`src/tch_pkg.sv`:
```
package tch_pkg;
   // Channel count served by the register layout
   localparam int CHANNELS = 8;
   // Register indices; byte address is four times the index
   localparam logic [5:0] IDX_OVF_TOGGLE   = 6'h07;
   localparam logic [5:0] IDX_ACTION_HI    = 6'h08;
   localparam logic [5:0] IDX_ACTION_LO    = 6'h09;
   localparam logic [5:0] IDX_EDGE_HI      = 6'h0a;
   localparam logic [5:0] IDX_EDGE_LO      = 6'h0b;
   localparam logic [5:0] IDX_IRQ_ENABLE   = 6'h0c;
   localparam logic [5:0] IDX_CHANNEL_FLAG = 6'h0e;
   // Index field inside the byte address
   localparam int IDX_LSB = 2;
   localparam int IDX_MSB = 7;
   // Reset values
   localparam logic [7:0] RST_OVF_TOGGLE   = 8'h00;
   localparam logic [7:0] RST_ACTION       = 8'h00;
   localparam logic [7:0] RST_EDGE         = 8'h00;
   localparam logic [7:0] RST_IRQ_ENABLE   = 8'h00;
   localparam logic [7:0] RST_CHANNEL_FLAG = 8'h00;
   localparam logic       RST_PIN          = 1'b0;
   // Compare action codes {action_high_bit, action_low_bit}
   localparam logic [1:0] ACT_DISCONNECT = 2'h0;
   localparam logic [1:0] ACT_TOGGLE     = 2'h1;
   localparam logic [1:0] ACT_DRIVE_LOW  = 2'h2;
   localparam logic [1:0] ACT_DRIVE_HIGH = 2'h3;
   // Edge select codes {edge_select_high, edge_select_low}
   localparam logic [1:0] EDGE_OFF     = 2'h0;
   localparam logic [1:0] EDGE_RISING  = 2'h1;
   localparam logic [1:0] EDGE_FALLING = 2'h2;
   localparam logic [1:0] EDGE_ANY     = 2'h3;
   // AHB encodings
   localparam logic [1:0] HTRANS_NONSEQ = 2'h2;
   localparam logic       HRESP_OKAY    = 1'b0;
endpackage
```
`src/tch_action_edge_ctrl.sv`:
```
// The AHB-Lite interface to the registers is this design's own decision.
`timescale 1ns/100ps
module tch_action_edge_ctrl
   import tch_pkg::*;
#(
   parameter int NUM_CH = CHANNELS
) (
   input  wire logic                clock,
   input  wire logic                rstn,
   input  wire logic                hsel,
   input  wire logic [31:0]         haddr,
   input  wire logic [1:0]          htrans,
   input  wire logic                hwrite,
   input  wire logic [2:0]          hsize,
   input  wire logic [31:0]         hwdata,
   input  wire logic                hready,
   output logic [31:0]              hrdata,
   output logic                     hreadyout,
   output logic                     hresp,
   input  wire logic [NUM_CH-1:0]   channel_mode_select_reg,
   input  wire logic [NUM_CH-1:0]   ch7_override_mask,
   input  wire logic [NUM_CH-1:0]   ch7_override_data,
   input  wire logic [NUM_CH-1:0]   compare_match,
   input  wire logic [NUM_CH-1:0]   force_compare,
   input  wire logic                counter_wrap_event,
   input  wire logic [NUM_CH-1:0]   channel_pin_in,
   output logic [NUM_CH-1:0]        channel_pin_out,
   output logic [NUM_CH-1:0]        channel_pin_oe,
   output logic [NUM_CH-1:0]        capture_event,
   output logic                     timer_irq
);

////////////////////////////////////////////////////////////////////////////
   // The byte-wide layout fixes the channel count
   if (NUM_CH != CHANNELS) begin : g_bad_width
      $error("tch_action_edge_ctrl supports exactly eight channels");
   end

   logic [7:0] overflow_toggle_enable;
   logic [7:0] compare_action_hi;
   logic [7:0] compare_action_lo;
   logic [7:0] capture_edge_hi;
   logic [7:0] capture_edge_lo;
   logic [7:0] channel_irq_enable;
   logic [7:0] channel_flag_reg;
   logic       wr_pend;
   logic [5:0] wr_index;

////////////////////////////////////////////////////////////////////////////
   // Address phase decode; hsize is not decoded, every transfer is taken as a word
   wire        addr_ok  = hsel & hready & (htrans == HTRANS_NONSEQ);
   wire  [5:0] rd_index = haddr[IDX_MSB:IDX_LSB];
   wire  [7:0] wr_byte  = hwdata[7:0];

   // Data phase write strobes, one per register
   wire wr_ovf   = wr_pend & (wr_index == IDX_OVF_TOGGLE);
   wire wr_act_h = wr_pend & (wr_index == IDX_ACTION_HI);
   wire wr_act_l = wr_pend & (wr_index == IDX_ACTION_LO);
   wire wr_edg_h = wr_pend & (wr_index == IDX_EDGE_HI);
   wire wr_edg_l = wr_pend & (wr_index == IDX_EDGE_LO);
   wire wr_ie    = wr_pend & (wr_index == IDX_IRQ_ENABLE);
   wire wr_flag  = wr_pend & (wr_index == IDX_CHANNEL_FLAG);

   // Channel events that raise flags; forced compares raise none
   wire [7:0] compare_ok = compare_match & channel_mode_select_reg;
   wire [7:0] chan_event = compare_ok | capture_event;

   // Next register values, including a write still in its data phase
   wire [7:0] next_ovf   = wr_ovf   ? wr_byte : overflow_toggle_enable;
   wire [7:0] next_act_h = wr_act_h ? wr_byte : compare_action_hi;
   wire [7:0] next_act_l = wr_act_l ? wr_byte : compare_action_lo;
   wire [7:0] next_edg_h = wr_edg_h ? wr_byte : capture_edge_hi;
   wire [7:0] next_edg_l = wr_edg_l ? wr_byte : capture_edge_lo;
   wire [7:0] next_ie    = wr_ie    ? wr_byte : channel_irq_enable;
   // Writing one clears a flag, but a new event in that cycle keeps it set
   wire [7:0] flag_clear = wr_flag ? wr_byte : 8'h00;
   wire [7:0] next_flag  = (channel_flag_reg & ~flag_clear)
                           | chan_event;

   // Read mux over next values so a read right after a write sees it
   logic [7:0] rd_byte;
   always_comb begin
      case (rd_index)
         IDX_OVF_TOGGLE:   rd_byte = next_ovf;
         IDX_ACTION_HI:    rd_byte = next_act_h;
         IDX_ACTION_LO:    rd_byte = next_act_l;
         IDX_EDGE_HI:      rd_byte = next_edg_h;
         IDX_EDGE_LO:      rd_byte = next_edg_l;
         IDX_IRQ_ENABLE:   rd_byte = next_ie;
         IDX_CHANNEL_FLAG: rd_byte = next_flag;
         default:          rd_byte = 8'h00;
      endcase
   end

////////////////////////////////////////////////////////////////////////////
   // Bus tracking: zero wait states, so every data phase completes at once
   always_ff @(posedge clock) begin
      if (!rstn) begin
         wr_pend  <= 1'b0;
         wr_index <= 6'h00;
         hrdata   <= 32'h0000_0000;
      end else begin
         wr_pend  <= addr_ok & hwrite;
         wr_index <= rd_index;
         if (addr_ok && !hwrite) begin
            hrdata <= {24'h00_0000, rd_byte};
         end
      end
   end

   assign hreadyout = 1'b1;
   assign hresp     = HRESP_OKAY;

   // Control registers, writable at any time
   always_ff @(posedge clock) begin
      if (!rstn) begin
         overflow_toggle_enable <= RST_OVF_TOGGLE;
         compare_action_hi      <= RST_ACTION;
         compare_action_lo      <= RST_ACTION;
         capture_edge_hi        <= RST_EDGE;
         capture_edge_lo        <= RST_EDGE;
         channel_irq_enable     <= RST_IRQ_ENABLE;
         channel_flag_reg       <= RST_CHANNEL_FLAG;
      end else begin
         overflow_toggle_enable <= next_ovf;
         compare_action_hi      <= next_act_h;
         compare_action_lo      <= next_act_l;
         capture_edge_hi        <= next_edg_h;
         capture_edge_lo        <= next_edg_l;
         channel_irq_enable     <= next_ie;
         channel_flag_reg       <= next_flag;
      end
   end

   // Level request, no edge memory beyond the flags themselves
   assign timer_irq = |(channel_flag_reg & channel_irq_enable);

////////////////////////////////////////////////////////////////////////////
   // Bit pairs, channels 7..0 from hi byte down to lo byte
   wire [15:0] action_all = {compare_action_hi, compare_action_lo};
   wire [15:0] edge_all   = {capture_edge_hi, capture_edge_lo};
   // Override only counts when channel 7 itself is comparing
   wire        ch7_event  = compare_ok[7];

   for (genvar ch = 0; ch < NUM_CH; ch++) begin : g_chan
      tch_channel #(
         .IS_CH7 (ch == NUM_CH - 1)
      ) u_chan (
         .clock               (clock),
         .rstn                (rstn),
         .compare_mode        (channel_mode_select_reg[ch]),
         .overflow_toggle_bit (overflow_toggle_enable[ch]),
         .action              (action_all[2*ch +: 2]),
         .edge_sel            (edge_all[2*ch +: 2]),
         .ch7_override_mask   (ch7_override_mask[ch]),
         .ch7_override_data   (ch7_override_data[ch]),
         .ch7_event           (ch7_event),
         .own_match           (compare_match[ch]),
         .force_compare       (force_compare[ch]),
         .counter_wrap_event  (counter_wrap_event),
         .pin_in              (channel_pin_in[ch]),
         .pin_out             (channel_pin_out[ch]),
         .pin_oe              (channel_pin_oe[ch]),
         .capture_event       (capture_event[ch])
      );
   end
endmodule

```
`src/tch_channel.sv`:
```
`timescale 1ns/100ps
module tch_channel
   import tch_pkg::*;
#(
   parameter bit IS_CH7 = 1'b0
) (
   input  wire logic       clock,
   input  wire logic       rstn,
   input  wire logic       compare_mode,
   input  wire logic       overflow_toggle_bit,
   input  wire logic [1:0] action,
   input  wire logic [1:0] edge_sel,
   input  wire logic       ch7_override_mask,
   input  wire logic       ch7_override_data,
   input  wire logic       ch7_event,
   input  wire logic       own_match,
   input  wire logic       force_compare,
   input  wire logic       counter_wrap_event,
   input  wire logic       pin_in,
   output logic            pin_out,
   output logic            pin_oe,
   output logic            capture_event
);

////////////////////////////////////////////////////////////////////////////
   logic pin_prev;
   logic next_pin;
   wire  override_hit = ch7_event & ch7_override_mask & compare_mode;
   wire  toggle_hit   = counter_wrap_event & overflow_toggle_bit
                        & compare_mode;
   // Channel 7 own action is silenced while its mask bit routes data
   wire  own_allowed  = compare_mode & ~(IS_CH7 & ch7_override_mask);
   wire  own_hit      = own_allowed & (own_match | force_compare);
   wire  rise         = pin_in & ~pin_prev;
   wire  fall         = ~pin_in & pin_prev;

   // Priority: channel 7 override, then overflow toggle, then own action
   always_comb begin
      next_pin = pin_out;
      if (override_hit) begin
         next_pin = ch7_override_data;
      end else if (toggle_hit) begin
         next_pin = ~pin_out;
      end else if (own_hit) begin
         case (action)
            ACT_TOGGLE:     next_pin = ~pin_out;
            ACT_DRIVE_LOW:  next_pin = 1'b0;
            ACT_DRIVE_HIGH: next_pin = 1'b1;
            default:        next_pin = pin_out;
         endcase
      end
   end

   // Pin state and capture history
   always_ff @(posedge clock) begin
      if (!rstn) begin
         pin_out  <= RST_PIN;
         pin_prev <= 1'b0;
      end else begin
         pin_out  <= next_pin;
         pin_prev <= pin_in;
      end
   end

   // Pin is taken over by the compare logic once any action bit is set
   assign pin_oe = (action != ACT_DISCONNECT)
                   | (ch7_override_mask & compare_mode);

   // Edge detector only listens while the channel is in capture mode
   assign capture_event = ~compare_mode
                          & ((rise & edge_sel[0]) | (fall & edge_sel[1]));
endmodule

```
`config.mk`:
```
export PLATFORM = sky130hd
export DESIGN_NAME = tch_action_edge_ctrl
export DESIGN_NICKNAME = d
export VERILOG_FILES = /design/src/tch_pkg.sv /design/src/tch_action_edge_ctrl.sv /design/src/tch_channel.sv
export SDC_FILE = /design/constraint.sdc
export NUM_CORES = 1
export LEC_CHECK = 0
export BUFFER_PORTS_ARGS = -buffer_cell sky130_fd_sc_hd__buf_4
export CAP_MARGIN = 20
export CORE_MARGIN = 5
export CORE_UTILIZATION = 53
export DETAILED_ROUTE_END_ITERATION = 10
export HOLD_SLACK_MARGIN = 0.06
export PLACE_DENSITY_LB_ADDON = 0.25
export SKIP_CTS_REPAIR_TIMING = 1
export SLEW_MARGIN = 5
export SYNTH_ARGS = -nofsm -noshare
export SYNTH_HDL_FRONTEND = slang
export SYNTH_SLANG_ARGS = --single-unit
```
`constraint.sdc`:
```
create_clock -name clock -period 4.1 [get_ports clock]
set_input_delay 1.025 -clock clock [delete_from_list [all_inputs] [get_ports clock]]
set_output_delay 1.025 -clock clock [all_outputs]
set_load 0.01 [all_outputs]
```
Word level (Yosys, flattened, before mapping)
Index checks and enable logic that the tools add are counted.
{ "classes": {"n_reduce_logical": 35, "bitwise_logic": 162, "muxes": 40, "eq_ne": 39} }
{ "ops": {"columns": ["op", "count"], "rows": [
  ["bitwise AND 1 bit", 99],
  ["== test 6 x 4 -> 1 bit (second input constant)", 12],
  ["two-way mux 8 bit", 7],
  ["case mux 8 bit (7 select lines)", 1],
  ["nonzero test 5 bit", 8],
  ["== test 2 bit (second input constant)", 17],
  ["NOT 1 bit", 33],
  ["bitwise AND 8 bit", 3],
  ["two-way mux 1 bit", 24],
  ["bitwise OR 1 bit", 24],
  ["case mux 1 bit (3 select lines)", 8],
  ["nonzero test 3 bit", 8],
  ["== test 2 x 1 -> 1 bit (second input constant)", 8],
  ["bitwise OR 8 bit", 2],
  ["AND reduction 2 bit", 8],
  ["nonzero test 2 bit", 8],
  ["== test 6 x 3 -> 1 bit (second input constant)", 2],
  ["NOT 8 bit", 1],
  ["OR reduction 8 bit", 1],
  ["logical AND 1 bit", 1],
  ["zero test 1 bit", 1]
]} }
{ "word_totals": {"output_inout_bits": 59, "reg_bits": 87, "in_bits": 123, "word_cells": 302} }

Logic depth before layout (Yosys ltp)
Gate-level depths: netlist of the first run.
{ "depth": {"depth_word": 8, "ltp_mapped": 8, "mapped_depth_nobuf": 6} }

Hierarchy
Synthesis of the first run repeated with hierarchy kept, for this count alone.
{ "unflattened": {"hier_cells": 581, "hier_area_um2": 5058.6} }
{ "by_module_without_submodules": {"columns": ["mod", "instances", "cells_each", "seq_area_each_um2", "area_each_um2"], "rows": [
  ["tch_action_edge_ctrl", 1, 381, 1421.4, 3529.6],
  ["tch_channel (g_chan[0].u_chan ...)", 7, 25, 40.0, 190.2],
  ["tch_channel (g_chan[7].u_chan)", 1, 25, 40.0, 197.7]
]} }

Least setup slack after synthesis of the first run
OpenSTA, ideal clock, no wires.
{ "synth_path": {"path_kind": "input-to-output", "startpoint": "input port channel_pin_in[3]", "endpoint": "output port capture_event[3]", "n_path_buf": 1, "setup_slack_ns": 1.603, "t_required_ns": 3.075, "cell_stages": 4, "t_arrival_ns": 1.472, "cell_sequence": "nand2_1 -> o22a_1 -> nor2_1 -> buf_4"} }
{ "synth_between": {"elab_chain_cells": 5, "elab_cells_between_ends": 7, "cone_classes": "bitwise (7)"} }
{ "synth_rtl": {"columns": ["element", "line_no", "source"], "rows": [
  ["start, declared", "tch_action_edge_ctrl.sv:26", "input wire logic [NUM_CH-1:0] channel_pin_in,"],
  ["NOT 1 bit", "tch_channel.sv:35", "wire fall = ~pin_in & pin_prev;"],
  ["bitwise AND 1 bit", "tch_channel.sv:35", null],
  ["bitwise AND 1 bit", "tch_channel.sv:71", "& ((rise & edge_sel[0]) | (fall & edge_sel[1]));"],
  ["bitwise OR 1 bit (*)", "tch_channel.sv:71", null],
  ["bitwise AND 1 bit (*)", "tch_channel.sv:71", null],
  ["end, declared", "tch_action_edge_ctrl.sv:29", "output logic [NUM_CH-1:0] capture_event,"]
]} }
Mark *: on every way between the ends. The rest lies on a longest branch, timed or not.

Worst setup path in the final report of the first run
{ "layout_path": {"startpoint": "input port channel_pin_in[2]", "endpoint": "output port capture_event[2]"} }
The elaborated chain is that of the path after synthesis.

==> impl_table.tex, run 1 <==
\begin{tabular}{lr}
\hline
Metric & Value \\
\hline
\multicolumn{2}{l}{\textbf{Finish}} \\
\quad Most frequent standard cell in the layout excluding fill and tap cells & sky130\_fd\_sc\_hd\_\_buf\_4 \\
\quad Synth-to-Final Area Change & 17.0\% \\
\quad Antenna diode count & 0 \\
\quad Total number of nets in the final design & slightly above 700 \\
\quad Highest-count cells in the layout ignoring fill and taps & 106 x sky130\_fd\_sc\_hd\_\_buf\_4, 87 x sky130\_fd\_sc\_hd\_\_dfxtp\_1, 56 x sky130\_fd\_sc\_hd\_\_nor2b\_1 \\
\quad Final standard cell area without fillers & 0.00543 sq mm \\
\quad Final cell count without fillers & around 710 \\
\quad Fin util & 0.628 \\
\quad Fraction of layout instances using a drive strength above 1 & 0.209 \\
\multicolumn{2}{l}{\textbf{Timing}} \\
\quad Final Hold Viols & 0 \\
\quad Largest clock skew in the final design & $\sim$0.016 ns \\
\quad Setup TNS & 0 ns \\
\quad Min cycle time layout & about 2.8 ns \\
\quad Achievable clock frequency & 0.361 GHz \\
\quad Portion of the clock cycle consumed by the worst path in the final layout & 0.676 \\
\quad Tightest Pin Transition & 1.02 ns \\
\quad Final Hold Slack & approximately 0.5 ns \\
\quad Setup repair after global routing missed its margin & false \\
\quad Count of endpoints failing setup in the final report & 0 \\
\quad Final worst-path setup slack & 1.33 ns \\
\quad Worst slew margin relative to its limit & 0.320 \\
\quad Final Max Tran Viols & 0 \\
\multicolumn{2}{l}{\textbf{Yosys}} \\
\quad Distinct cell type count of the synthesized netlist & between 40 and 50 \\
\quad Synth async-reset ratio & 0 \\
\quad Number of enable flip-flop cells after synthesis & 0 \\
\quad Top cells by area in the synthesized netlist & sky130\_fd\_sc\_hd\_\_dfxtp\_1 38\%, sky130\_fd\_sc\_hd\_\_mux2i\_1 12\%, sky130\_fd\_sc\_hd\_\_buf\_4 8.1\%, sky130\_fd\_sc\_hd\_\_nor2b\_1 7.6\%, sky130\_fd\_sc\_hd\_\_o22ai\_1 3.9\% \\
\quad Area share of the largest cell type after synthesis & 0.376 \\
\quad Synthesized cell area & about 0.0046 sq mm \\
\quad Total number of yosys warnings & 0 \\
\quad Register area share after synthesis & 0.376 \\
\quad Average footprint of a synthesized cell & 8.80 sq um \\
\quad Number of cells produced by synthesis & roughly 530 \\
\quad Post-synth top flop & sky130\_fd\_sc\_hd\_\_dfxtp\_1 \\
\quad Synthesis-stage register bit count & 87 \\
\quad Largest area contributor in the synthesized netlist & sky130\_fd\_sc\_hd\_\_dfxtp\_1 \\
\multicolumn{2}{l}{\textbf{Die}} \\
\quad Core area & 0.00864 sq mm \\
\quad Total Die Area & between 0.01 and 0.015 sq mm \\
\quad Starting density of the core & 0.537 \\
\quad Horizontal die dimension & 104 um \\
\quad Number of I/O pins & between 150 and 200 \\
\quad Vertical die dimension & $\sim$100 um \\
\quad Site Rows & 34 \\
\multicolumn{2}{l}{\textbf{Job}} \\
\quad Maxcap violations & 0 \\
\multicolumn{2}{l}{\textbf{Global route}} \\
\quad Residual overflow from global routing & 0 \\
\quad Vias in the first global route & 4,020 \\
\quad All-layer global routing usage & 0.227 \\
\quad Wire length of the first global-routing pass & roughly 20,000 um \\
\quad Largest net degree at the start of global routing & 90 \\
\quad Number of antenna violations at the first check in global routing & 0 \\
\multicolumn{2}{l}{\textbf{Drt}} \\
\quad Iteration-0 DRC count of the detailed router & 259 \\
\quad Detailed-router iteration count before antenna repair & 5 \\
\quad Number of DRC violations after detailed routing & 0 \\
\quad Post-detailed-route wirelength per cell & 17.7 um \\
\quad Post-detailed-route count of antenna-violating nets & 0 \\
\quad Total number of vias & 4,098 \\
\quad Via density & 5.76 \\
\quad Post-Route WL & between 10,000 and 15,000 um \\
\multicolumn{2}{l}{\textbf{Pwr}} \\
\quad Areal power density over the cells & 318 mW/mm\^{}2 \\
\quad Leak Pwr & 2.30 nW \\
\quad Max IR drop VDD & 218 uV \\
\quad Total chip power & 1.72 mW \\
\multicolumn{2}{l}{\textbf{Critical path}} \\
\quad Critical Path, Cell by Cell & buf\_4 -> nand3b\_1 -> a21oi\_1 -> buf\_4 \\
\quad Critical path endpoint category & output port \\
\quad Arrival @ worst endpoint & 1.75 ns \\
\quad Maximum fanout count along the critical path & 3 \\
\quad Highest-delay cell along the critical path & sky130\_fd\_sc\_hd\_\_a21oi\_1 \\
\quad Family of cells with the greatest summed delay on the critical path & buffers and inverters \\
\quad Type of the setup path with the least slack & in2out \\
\quad WP data required & 3.07 ns \\
\quad Category of the worst setup path launch point & input pin \\
\quad Max incr delay on CP & 0.27 ns \\
\quad R2R Setup Slk & 1.35 ns \\
\quad Worst path buffer plus inverter count & 2 \\
\quad Worst path most repeated cell & sky130\_fd\_sc\_hd\_\_buf\_4 \\
\multicolumn{2}{l}{\textbf{Clock tree}} \\
\quad Clock tree from TritonCTS & done \\
\quad Clock insertion delay at the later pin of the skew report & 0.37 ns \\
\quad Clock edge transition at the registers on the reported setup and hold paths & 0.08 ns \\
\quad Clock Root Buffer & sky130\_fd\_sc\_hd\_\_clkbuf\_8 \\
\quad Clk sink count & 87 \\
\quad Number of CTS-inserted buffers & 9 \\
\quad Deepest level of the CTS H-tree & 3 \\
\quad Maximum number of buffers from clock root to sink & 2 \\
\multicolumn{2}{l}{\textbf{Placement}} \\
\quad Post-Place Setup Slack & 1.07 ns \\
\quad RePlAce Congestion & 0.856 \\
\quad Post-DP HPWL & about 9100 um \\
\quad Placed insts & 697 \\
\quad Cell area after placement & 0.00521 sq mm \\
\quad Count of input and output buffers & 102 \\
\multicolumn{2}{l}{\textbf{Outcome}} \\
\quad Status & finished, final reports clean \\
\multicolumn{2}{l}{\textbf{Worst hold path}} \\
\quad Class of the tightest hold or removal check & reg2reg \\
\hline
\end{tabular}
[final cells by class]
class	count	area [sq um]
Clock inverter	5	81.3
Tap cell	108	135
Clock buffer	10	138
Multi-Input combinational cell	395	2530
Sequential cell	87	1740
Fill cell	769	3210
Timing Repair Buffer	106	796
Inverter	1	3.75
[report_power, final]
| group | internal, mW | switching, mW |
|---|---|---|
| Sequential | 0.860 | 0.0106 |
| Clock | 0.358 | 0.315 |
| Combinational | 0.0908 | 0.0888 |
[final timing paths]
path / depth (start not counted) / end / from
worst max-delay path: 4 / capture_event[2] / channel_pin_in[2]
worst min-delay path: 2 / g_chan[7].u_chan.pin_out / g_chan[7].u_chan.pin_out
worst max register to register: 6 / hrdata[0] / wr_index[2]
worst min register to register: 2 / g_chan[7].u_chan.pin_out / g_chan[7].u_chan.pin_out
[tightest hold or removal path: cells and delay by family, from the launching register on]
family | cells | cell delay [ns]
DFF | 1 | 0.33
and+or+nand+nor | 1 | 0.06
AOI/OAI and AO/OA | 1 | 0.06
[synthesized netlist by cell type, drive strengths merged (2+ instances only)]
cell type	n
a211o	10
a211oi	2
a21oi	31
a221o	7
a22oi	11
a31oi	8
and2	23
and2b	6
buf	52
clkbuf	16
conb	2
dfxtp	87
mux2i	55
nand2	42
nand3	18
nand3b	16
nand4	2
nor2	19
nor2b	56
nor3	5
nor3b	4
nor4	5
o21ai	8
o22ai	29
or4b	2
[per-layer routing]
| layer | vias to the layer above | GRT usage | share of wire |
|---|---|---|---|
| li1 | 1975 | - | - |
| met1 | 1922 | 0.288 | 0.42 |
| met4 | 0 | 0.0872 | 0.024 |
| met3 | 27 | 0.0622 | 0.084 |
| met2 | 174 | 0.364 | 0.47 |
| met5 | - | 0 | 0 |
[cell families after synthesis]
family / share of synthesized area
muxes: 0.119
and+or+nand+nor: 0.251
DFF: 0.376
other: 0.00162
buffers and inverters: 0.0982
AOI/OAI and AO/OA: 0.154
Power figures use the tool's default switching activity.
==> run 2, diff against run 1 <==
- CORE_UTILIZATION: 53 -> 44
- clock period: 4.1 -> 2.44 ns (I/O delays scaled with it)
==> impl_table.tex, run 2 (synthesis results as in run 1) <==
\begin{tabular}{lr}
\hline
Metric & Value \\
\hline
\multicolumn{2}{l}{\textbf{Finish}} \\
\quad Total number of nets in the final design & 738 \\
\quad Antenna diode count & 0 \\
\quad Synth-to-Final Area Change & 20.8\% \\
\quad Final cell count without fillers & 756 \\
\quad Highest-count cells in the layout ignoring fill and taps & 119 x sky130\_fd\_sc\_hd\_\_buf\_4, 87 x sky130\_fd\_sc\_hd\_\_dfxtp\_1, 56 x sky130\_fd\_sc\_hd\_\_nor2b\_1 \\
\quad Final standard cell area without fillers & 0.00560 sq mm \\
\quad Fraction of layout instances using a drive strength above 1 & 0.244 \\
\quad Most frequent standard cell in the layout excluding fill and tap cells & sky130\_fd\_sc\_hd\_\_buf\_4 \\
\quad Count of filler cells inserted in the layout & 962 \\
\multicolumn{2}{l}{\textbf{Global route}} \\
\quad Most congested layer reported by global routing & met2 \\
\quad Global-route met3 utilization & 0.0372 \\
\quad All-layer global routing usage & 0.199 \\
\quad Residual overflow from global routing & 0 \\
\quad Number of antenna violations at the first check in global routing & 0 \\
\quad Largest net degree at the start of global routing & 80 \\
\quad Vias in the first global route & between 3,000 and 4,000 \\
\quad Global routing met1 resource utilization & 0.267 \\
\quad Met2 demand-to-capacity share in global routing & 0.322 \\
\quad Wire length of the first global-routing pass & approximately 20,000 um \\
\multicolumn{2}{l}{\textbf{Timing}} \\
\quad Tightest Pin Transition & 0.731 ns \\
\quad Final worst-path setup slack & 0.0889 ns \\
\quad Largest clock skew in the final design & 0.00567 ns \\
\quad Achievable clock frequency & 0.425 GHz \\
\quad Count of endpoints failing setup in the final report & 0 \\
\quad Min cycle time layout & 2.35 ns \\
\quad Setup repair after global routing missed its margin & true \\
\quad Final Hold Viols & 0 \\
\quad Final Hold Slack & 0.475 ns \\
\quad Worst slew margin relative to its limit & 0.513 \\
\quad Final Max Tran Viols & 0 \\
\quad Portion of the clock cycle consumed by the worst path in the final layout & 0.964 \\
\quad Setup TNS & 0 ns \\
\multicolumn{2}{l}{\textbf{Die}} \\
\quad Total Die Area & roughly 0.013 sq mm \\
\quad Number of I/O pins & 182 \\
\quad Vertical die dimension & 113 um \\
\quad Horizontal die dimension & 113 um \\
\quad Starting density of the core & 0.449 \\
\quad Site Rows & 37 \\
\quad Core area & roughly 0.010 sq mm \\
\multicolumn{2}{l}{\textbf{Drt}} \\
\quad Post-Route WL & 13,000 um \\
\quad Total number of vias & 4,168 \\
\quad Iteration-0 DRC count of the detailed router & 266 \\
\quad Post-detailed-route count of antenna-violating nets & 0 \\
\quad Number of DRC violations after detailed routing & 0 \\
\quad Post-detailed-route wirelength per cell & 17.2 um \\
\quad Detailed-router iteration count before antenna repair & 5 \\
\quad Via density & 5.51 \\
\multicolumn{2}{l}{\textbf{Placement}} \\
\quad RePlAce Congestion & 0.831 \\
\quad Cell area after placement & approximately 0.0053 sq mm \\
\quad Placed insts & 739 \\
\quad Count of input and output buffers & 102 \\
\quad Post-Place Setup Slack & 0.0227 ns \\
\quad Post-DP HPWL & 9610 um \\
\multicolumn{2}{l}{\textbf{Critical path}} \\
\quad WP data required & 2.68 ns \\
\quad R2R Setup Slk & just under 0.09 ns \\
\quad Critical path endpoint category & flop \\
\quad Type of the setup path with the least slack & reg2reg \\
\quad Arrival @ worst endpoint & 2.59 ns \\
\quad Category of the worst setup path launch point & flop \\
\quad Maximum fanout count along the critical path & 8 \\
\multicolumn{2}{l}{\textbf{Pwr}} \\
\quad Areal power density over the cells & just under 500 mW/mm\^{}2 \\
\quad Max IR drop VDD & 289 uV \\
\quad Leak Pwr & 2.35 nW \\
\multicolumn{2}{l}{\textbf{Clock tree}} \\
\quad Deepest level of the CTS H-tree & 3 \\
\quad Clock insertion delay at the later pin of the skew report & about 0.35 ns \\
\quad Number of CTS-inserted buffers & 9 \\
\quad Clk sink count & 87 \\
\quad Clock Root Buffer & sky130\_fd\_sc\_hd\_\_clkbuf\_8 \\
\quad Clock tree from TritonCTS & done \\
\quad Clock edge transition at the registers on the reported setup and hold paths & 0.09 ns \\
\quad Maximum number of buffers from clock root to sink & 2 \\
\multicolumn{2}{l}{\textbf{Worst hold path}} \\
\quad Class of the tightest hold or removal check & in2reg \\
\multicolumn{2}{l}{\textbf{Job}} \\
\quad Maxcap violations & 0 \\
\multicolumn{2}{l}{\textbf{Outcome}} \\
\quad Status & finished, final reports clean \\
\hline
\end{tabular}
[run 2: metrics by stage]
step                      utilization  power, mW
after CTS                       0.536       2.72
after floorplan                     -       1.68
final                           0.542       2.71
after global routing            0.542       2.81
after detailed placement        0.518       1.80
after global placement          0.518       1.79
[run 2: power breakdown]
part | internal, mW | switching, mW | total (mW)
sequential | 1.45 | 0.0189 | 1.46
clock | 0.422 | 0.513 | 0.935
combinational | 0.156 | 0.151 | 0.307
total | 2.02 | 0.683 | 2.71
[run 2: worst max-delay path: stages, from the launching register on]
cell,delay [ns]
sky130_fd_sc_hd__dfxtp_1,0.32
sky130_fd_sc_hd__or4b_1,0.55
sky130_fd_sc_hd__or4b_4,0.64
sky130_fd_sc_hd__mux2i_1,0.23
sky130_fd_sc_hd__o22ai_1,0.10
sky130_fd_sc_hd__nor4_1,0.29
sky130_fd_sc_hd__a21oi_1,0.10
[run 2: path summary, 6_finish.rpt]
check | from | to | cells past startpoint
min | channel_pin_in[0] | g_chan[0].u_chan.pin_prev | 2
max reg2reg | wr_index[2] | hrdata[3] | 6
min reg2reg | g_chan[7].u_chan.pin_out | g_chan[7].u_chan.pin_out | 2
max | wr_index[2] | hrdata[3] | 6
[run 2: layer usage]
metal,vias up,wire length [um],share of wire
met5,-,0,0
met4,0,296,0.023
met3,28,936,0.072
met2,175,6070,0.47
met1,1960,5710,0.44
li1,2005,-,-
[run 2: layout make-up]
cell class	count	area, sq um	share of cell area
Timing Repair Buffer	121	916	0.164
Tap cell	136	170	0.0304
Multi-Input combinational cell	395	2580	0.461
Sequential cell	87	1740	0.311
Clock buffer	11	151	0.0270
Inverter	1	3.75	0.000670
Clock inverter	5	32.5	0.00581
==> run 3, diff against run 2 <==
- CORE_UTILIZATION: 44 -> 49
- GPL_ROUTABILITY_DRIVEN: default -> 0
- clock period: 2.44 -> 2.58 ns (I/O delays scaled with it)
==> impl_table.tex, run 3 (synthesis results as in run 1) <==
\begin{tabular}{lr}
\hline
Metric & Value \\
\hline
\multicolumn{2}{l}{\textbf{Job}} \\
\quad Maxcap violations & 0 \\
\multicolumn{2}{l}{\textbf{Global route}} \\
\quad Vias in the first global route & 3,900 \\
\quad All-layer global routing usage & 0.220 \\
\quad Wire length of the first global-routing pass & 20,000 um \\
\quad Number of antenna violations at the first check in global routing & 0 \\
\quad Largest net degree at the start of global routing & 69 \\
\quad Residual overflow from global routing & 0 \\
\multicolumn{2}{l}{\textbf{Finish}} \\
\quad Count of filler cells inserted in the layout & 845 \\
\quad Final cell count without fillers & 742 \\
\quad Most frequent standard cell in the layout excluding fill and tap cells & sky130\_fd\_sc\_hd\_\_buf\_4 \\
\quad Fin util & 0.598 \\
\quad Highest-count cells in the layout ignoring fill and taps & 115 x sky130\_fd\_sc\_hd\_\_buf\_4, 87 x sky130\_fd\_sc\_hd\_\_dfxtp\_1, 56 x sky130\_fd\_sc\_hd\_\_nor2b\_1 \\
\quad Antenna diode count & 0 \\
\quad Synth-to-Final Area Change & 19.1\% \\
\quad Fraction of layout instances using a drive strength above 1 & 0.220 \\
\quad Total number of nets in the final design & 732 \\
\multicolumn{2}{l}{\textbf{Worst hold path}} \\
\quad Class of the tightest hold or removal check & reg2reg \\
\multicolumn{2}{l}{\textbf{Drt}} \\
\quad Total number of vias & 4,114 \\
\quad Post-Route WL & 12,900 um \\
\quad Via density & between 5 and 6 \\
\quad Post-detailed-route wirelength per cell & 17.4 um \\
\quad Iteration-0 DRC count of the detailed router & 222 \\
\quad Detailed-router iteration count before antenna repair & 5 \\
\quad Number of DRC violations after detailed routing & 0 \\
\quad Post-detailed-route count of antenna-violating nets & 0 \\
\multicolumn{2}{l}{\textbf{Timing}} \\
\quad Final Hold Viols & 0 \\
\quad Count of endpoints failing setup in the final report & 0 \\
\quad Setup TNS & 0 ns \\
\quad Final Max Tran Viols & 0 \\
\quad Final worst-path setup slack & 0.0953 ns \\
\quad Setup repair after global routing missed its margin & false \\
\quad Largest clock skew in the final design & around 0.01 ns \\
\quad Tightest Pin Transition & 0.699 ns \\
\quad Min cycle time layout & 2.48 ns \\
\quad Portion of the clock cycle consumed by the worst path in the final layout & 0.963 \\
\quad Worst slew margin relative to its limit & 0.534 \\
\quad Achievable clock frequency & approximately 0.4 GHz \\
\multicolumn{2}{l}{\textbf{Pwr}} \\
\quad Areal power density over the cells & approximately 490 mW/mm\^{}2 \\
\quad Total chip power & $\sim$2.7 mW \\
\quad Max IR drop VDD & a little under 300 uV \\
\quad Leak Pwr & roughly 2.3 nW \\
\multicolumn{2}{l}{\textbf{Critical path}} \\
\quad Arrival @ worst endpoint & 2.73 ns \\
\quad Type of the setup path with the least slack & reg2reg \\
\quad Maximum fanout count along the critical path & 8 \\
\quad R2R Setup Slk & around 0.095 ns \\
\quad Category of the worst setup path launch point & flop \\
\quad Critical path endpoint category & flop \\
\quad WP data required & 2.83 ns \\
\multicolumn{2}{l}{\textbf{Clock tree}} \\
\quad Deepest level of the CTS H-tree & 3 \\
\quad Clock tree from TritonCTS & done \\
\quad Number of CTS-inserted buffers & 9 \\
\quad Clock Root Buffer & sky130\_fd\_sc\_hd\_\_clkbuf\_8 \\
\quad Clk sink count & 87 \\
\quad Maximum number of buffers from clock root to sink & 2 \\
\quad Clock insertion delay at the later pin of the skew report & 0.36 ns \\
\quad Clock edge transition at the registers on the reported setup and hold paths & 0.08 ns \\
\multicolumn{2}{l}{\textbf{Die}} \\
\quad Vertical die dimension & approximately 110 um \\
\quad Site Rows & 35 \\
\quad Horizontal die dimension & around 110 um \\
\quad Number of I/O pins & 182 \\
\quad Core area & 0.00924 sq mm \\
\quad Starting density of the core & 0.502 \\
\quad Total Die Area & 0.0115 sq mm \\
\multicolumn{2}{l}{\textbf{Outcome}} \\
\quad Status & finished, final reports clean \\
\multicolumn{2}{l}{\textbf{Placement}} \\
\quad Post-DP HPWL & approximately 9500 um \\
\quad Post-Place Setup Slack & slightly above 0.1 ns \\
\quad Count of input and output buffers & 102 \\
\quad Placed insts & 727 \\
\hline
\end{tabular}
## run 3: area by class of cell
| class | count | area, sq um | share of cell area |
|---|---|---|---|
| inverters | 1 | 3.75 | 0.000680 |
| clock inverters | 3 | 67.6 | 0.0122 |
| repair buffers | 115 | 863 | 0.156 |
| well taps | 129 | 161 | 0.0292 |
| flip-flops and latches | 87 | 1740 | 0.315 |
| multi-input cells | 395 | 2540 | 0.460 |
| clock buffers | 12 | 145 | 0.0263 |
## run 3: through the flow
stage	instance area, sq um	hold WS, ns
2_1_floorplan	4730	0.454
3_3_place_gp	5300	0.472
3_5_place_dp	5300	0.475
4_1_cts	5510	0.485
5_1_grt	5520	0.505
6_report	5520	0.481
## run 3: path summary, 6_finish.rpt
path                            startpoint                       end  cells after the start
setup / recovery               wr_index[2]                 hrdata[3]                      6
hold / removal    g_chan[7].u_chan.pin_out  g_chan[7].u_chan.pin_out                      2
setup reg to reg               wr_index[2]                 hrdata[3]                      6
hold reg to reg   g_chan[7].u_chan.pin_out  g_chan[7].u_chan.pin_out                      2
## run 3: routing by layer
| layer | GRT usage | part of all wire | vias to the layer above |
|---|---|---|---|
| met3 | 0.0438 | 0.080 | 15 |
| met5 | 0 | 0 | - |
| met1 | 0.274 | 0.42 | 1955 |
| met2 | 0.384 | 0.49 | 153 |
| li1 | - | - | 1991 |
| met4 | 0.0612 | 0.013 | 0 |
## run 3: worst max-delay path, cell delays in order, from the launching register on
cell and delay, ns:
sky130_fd_sc_hd__dfxtp_1 0.32, sky130_fd_sc_hd__or4b_1 0.55, sky130_fd_sc_hd__or4b_4 0.67, sky130_fd_sc_hd__mux2i_2 0.26
sky130_fd_sc_hd__o22ai_1 0.13, sky130_fd_sc_hd__nor4_1 0.33, sky130_fd_sc_hd__a21oi_1 0.11
## run 3: report_power, final
group / internal, mW / switching [mW] / total, mW
sequential: 1.37 / 0.0174 / 1.38
combinational: 0.147 / 0.142 / 0.289
clock: 0.568 / 0.479 / 1.05
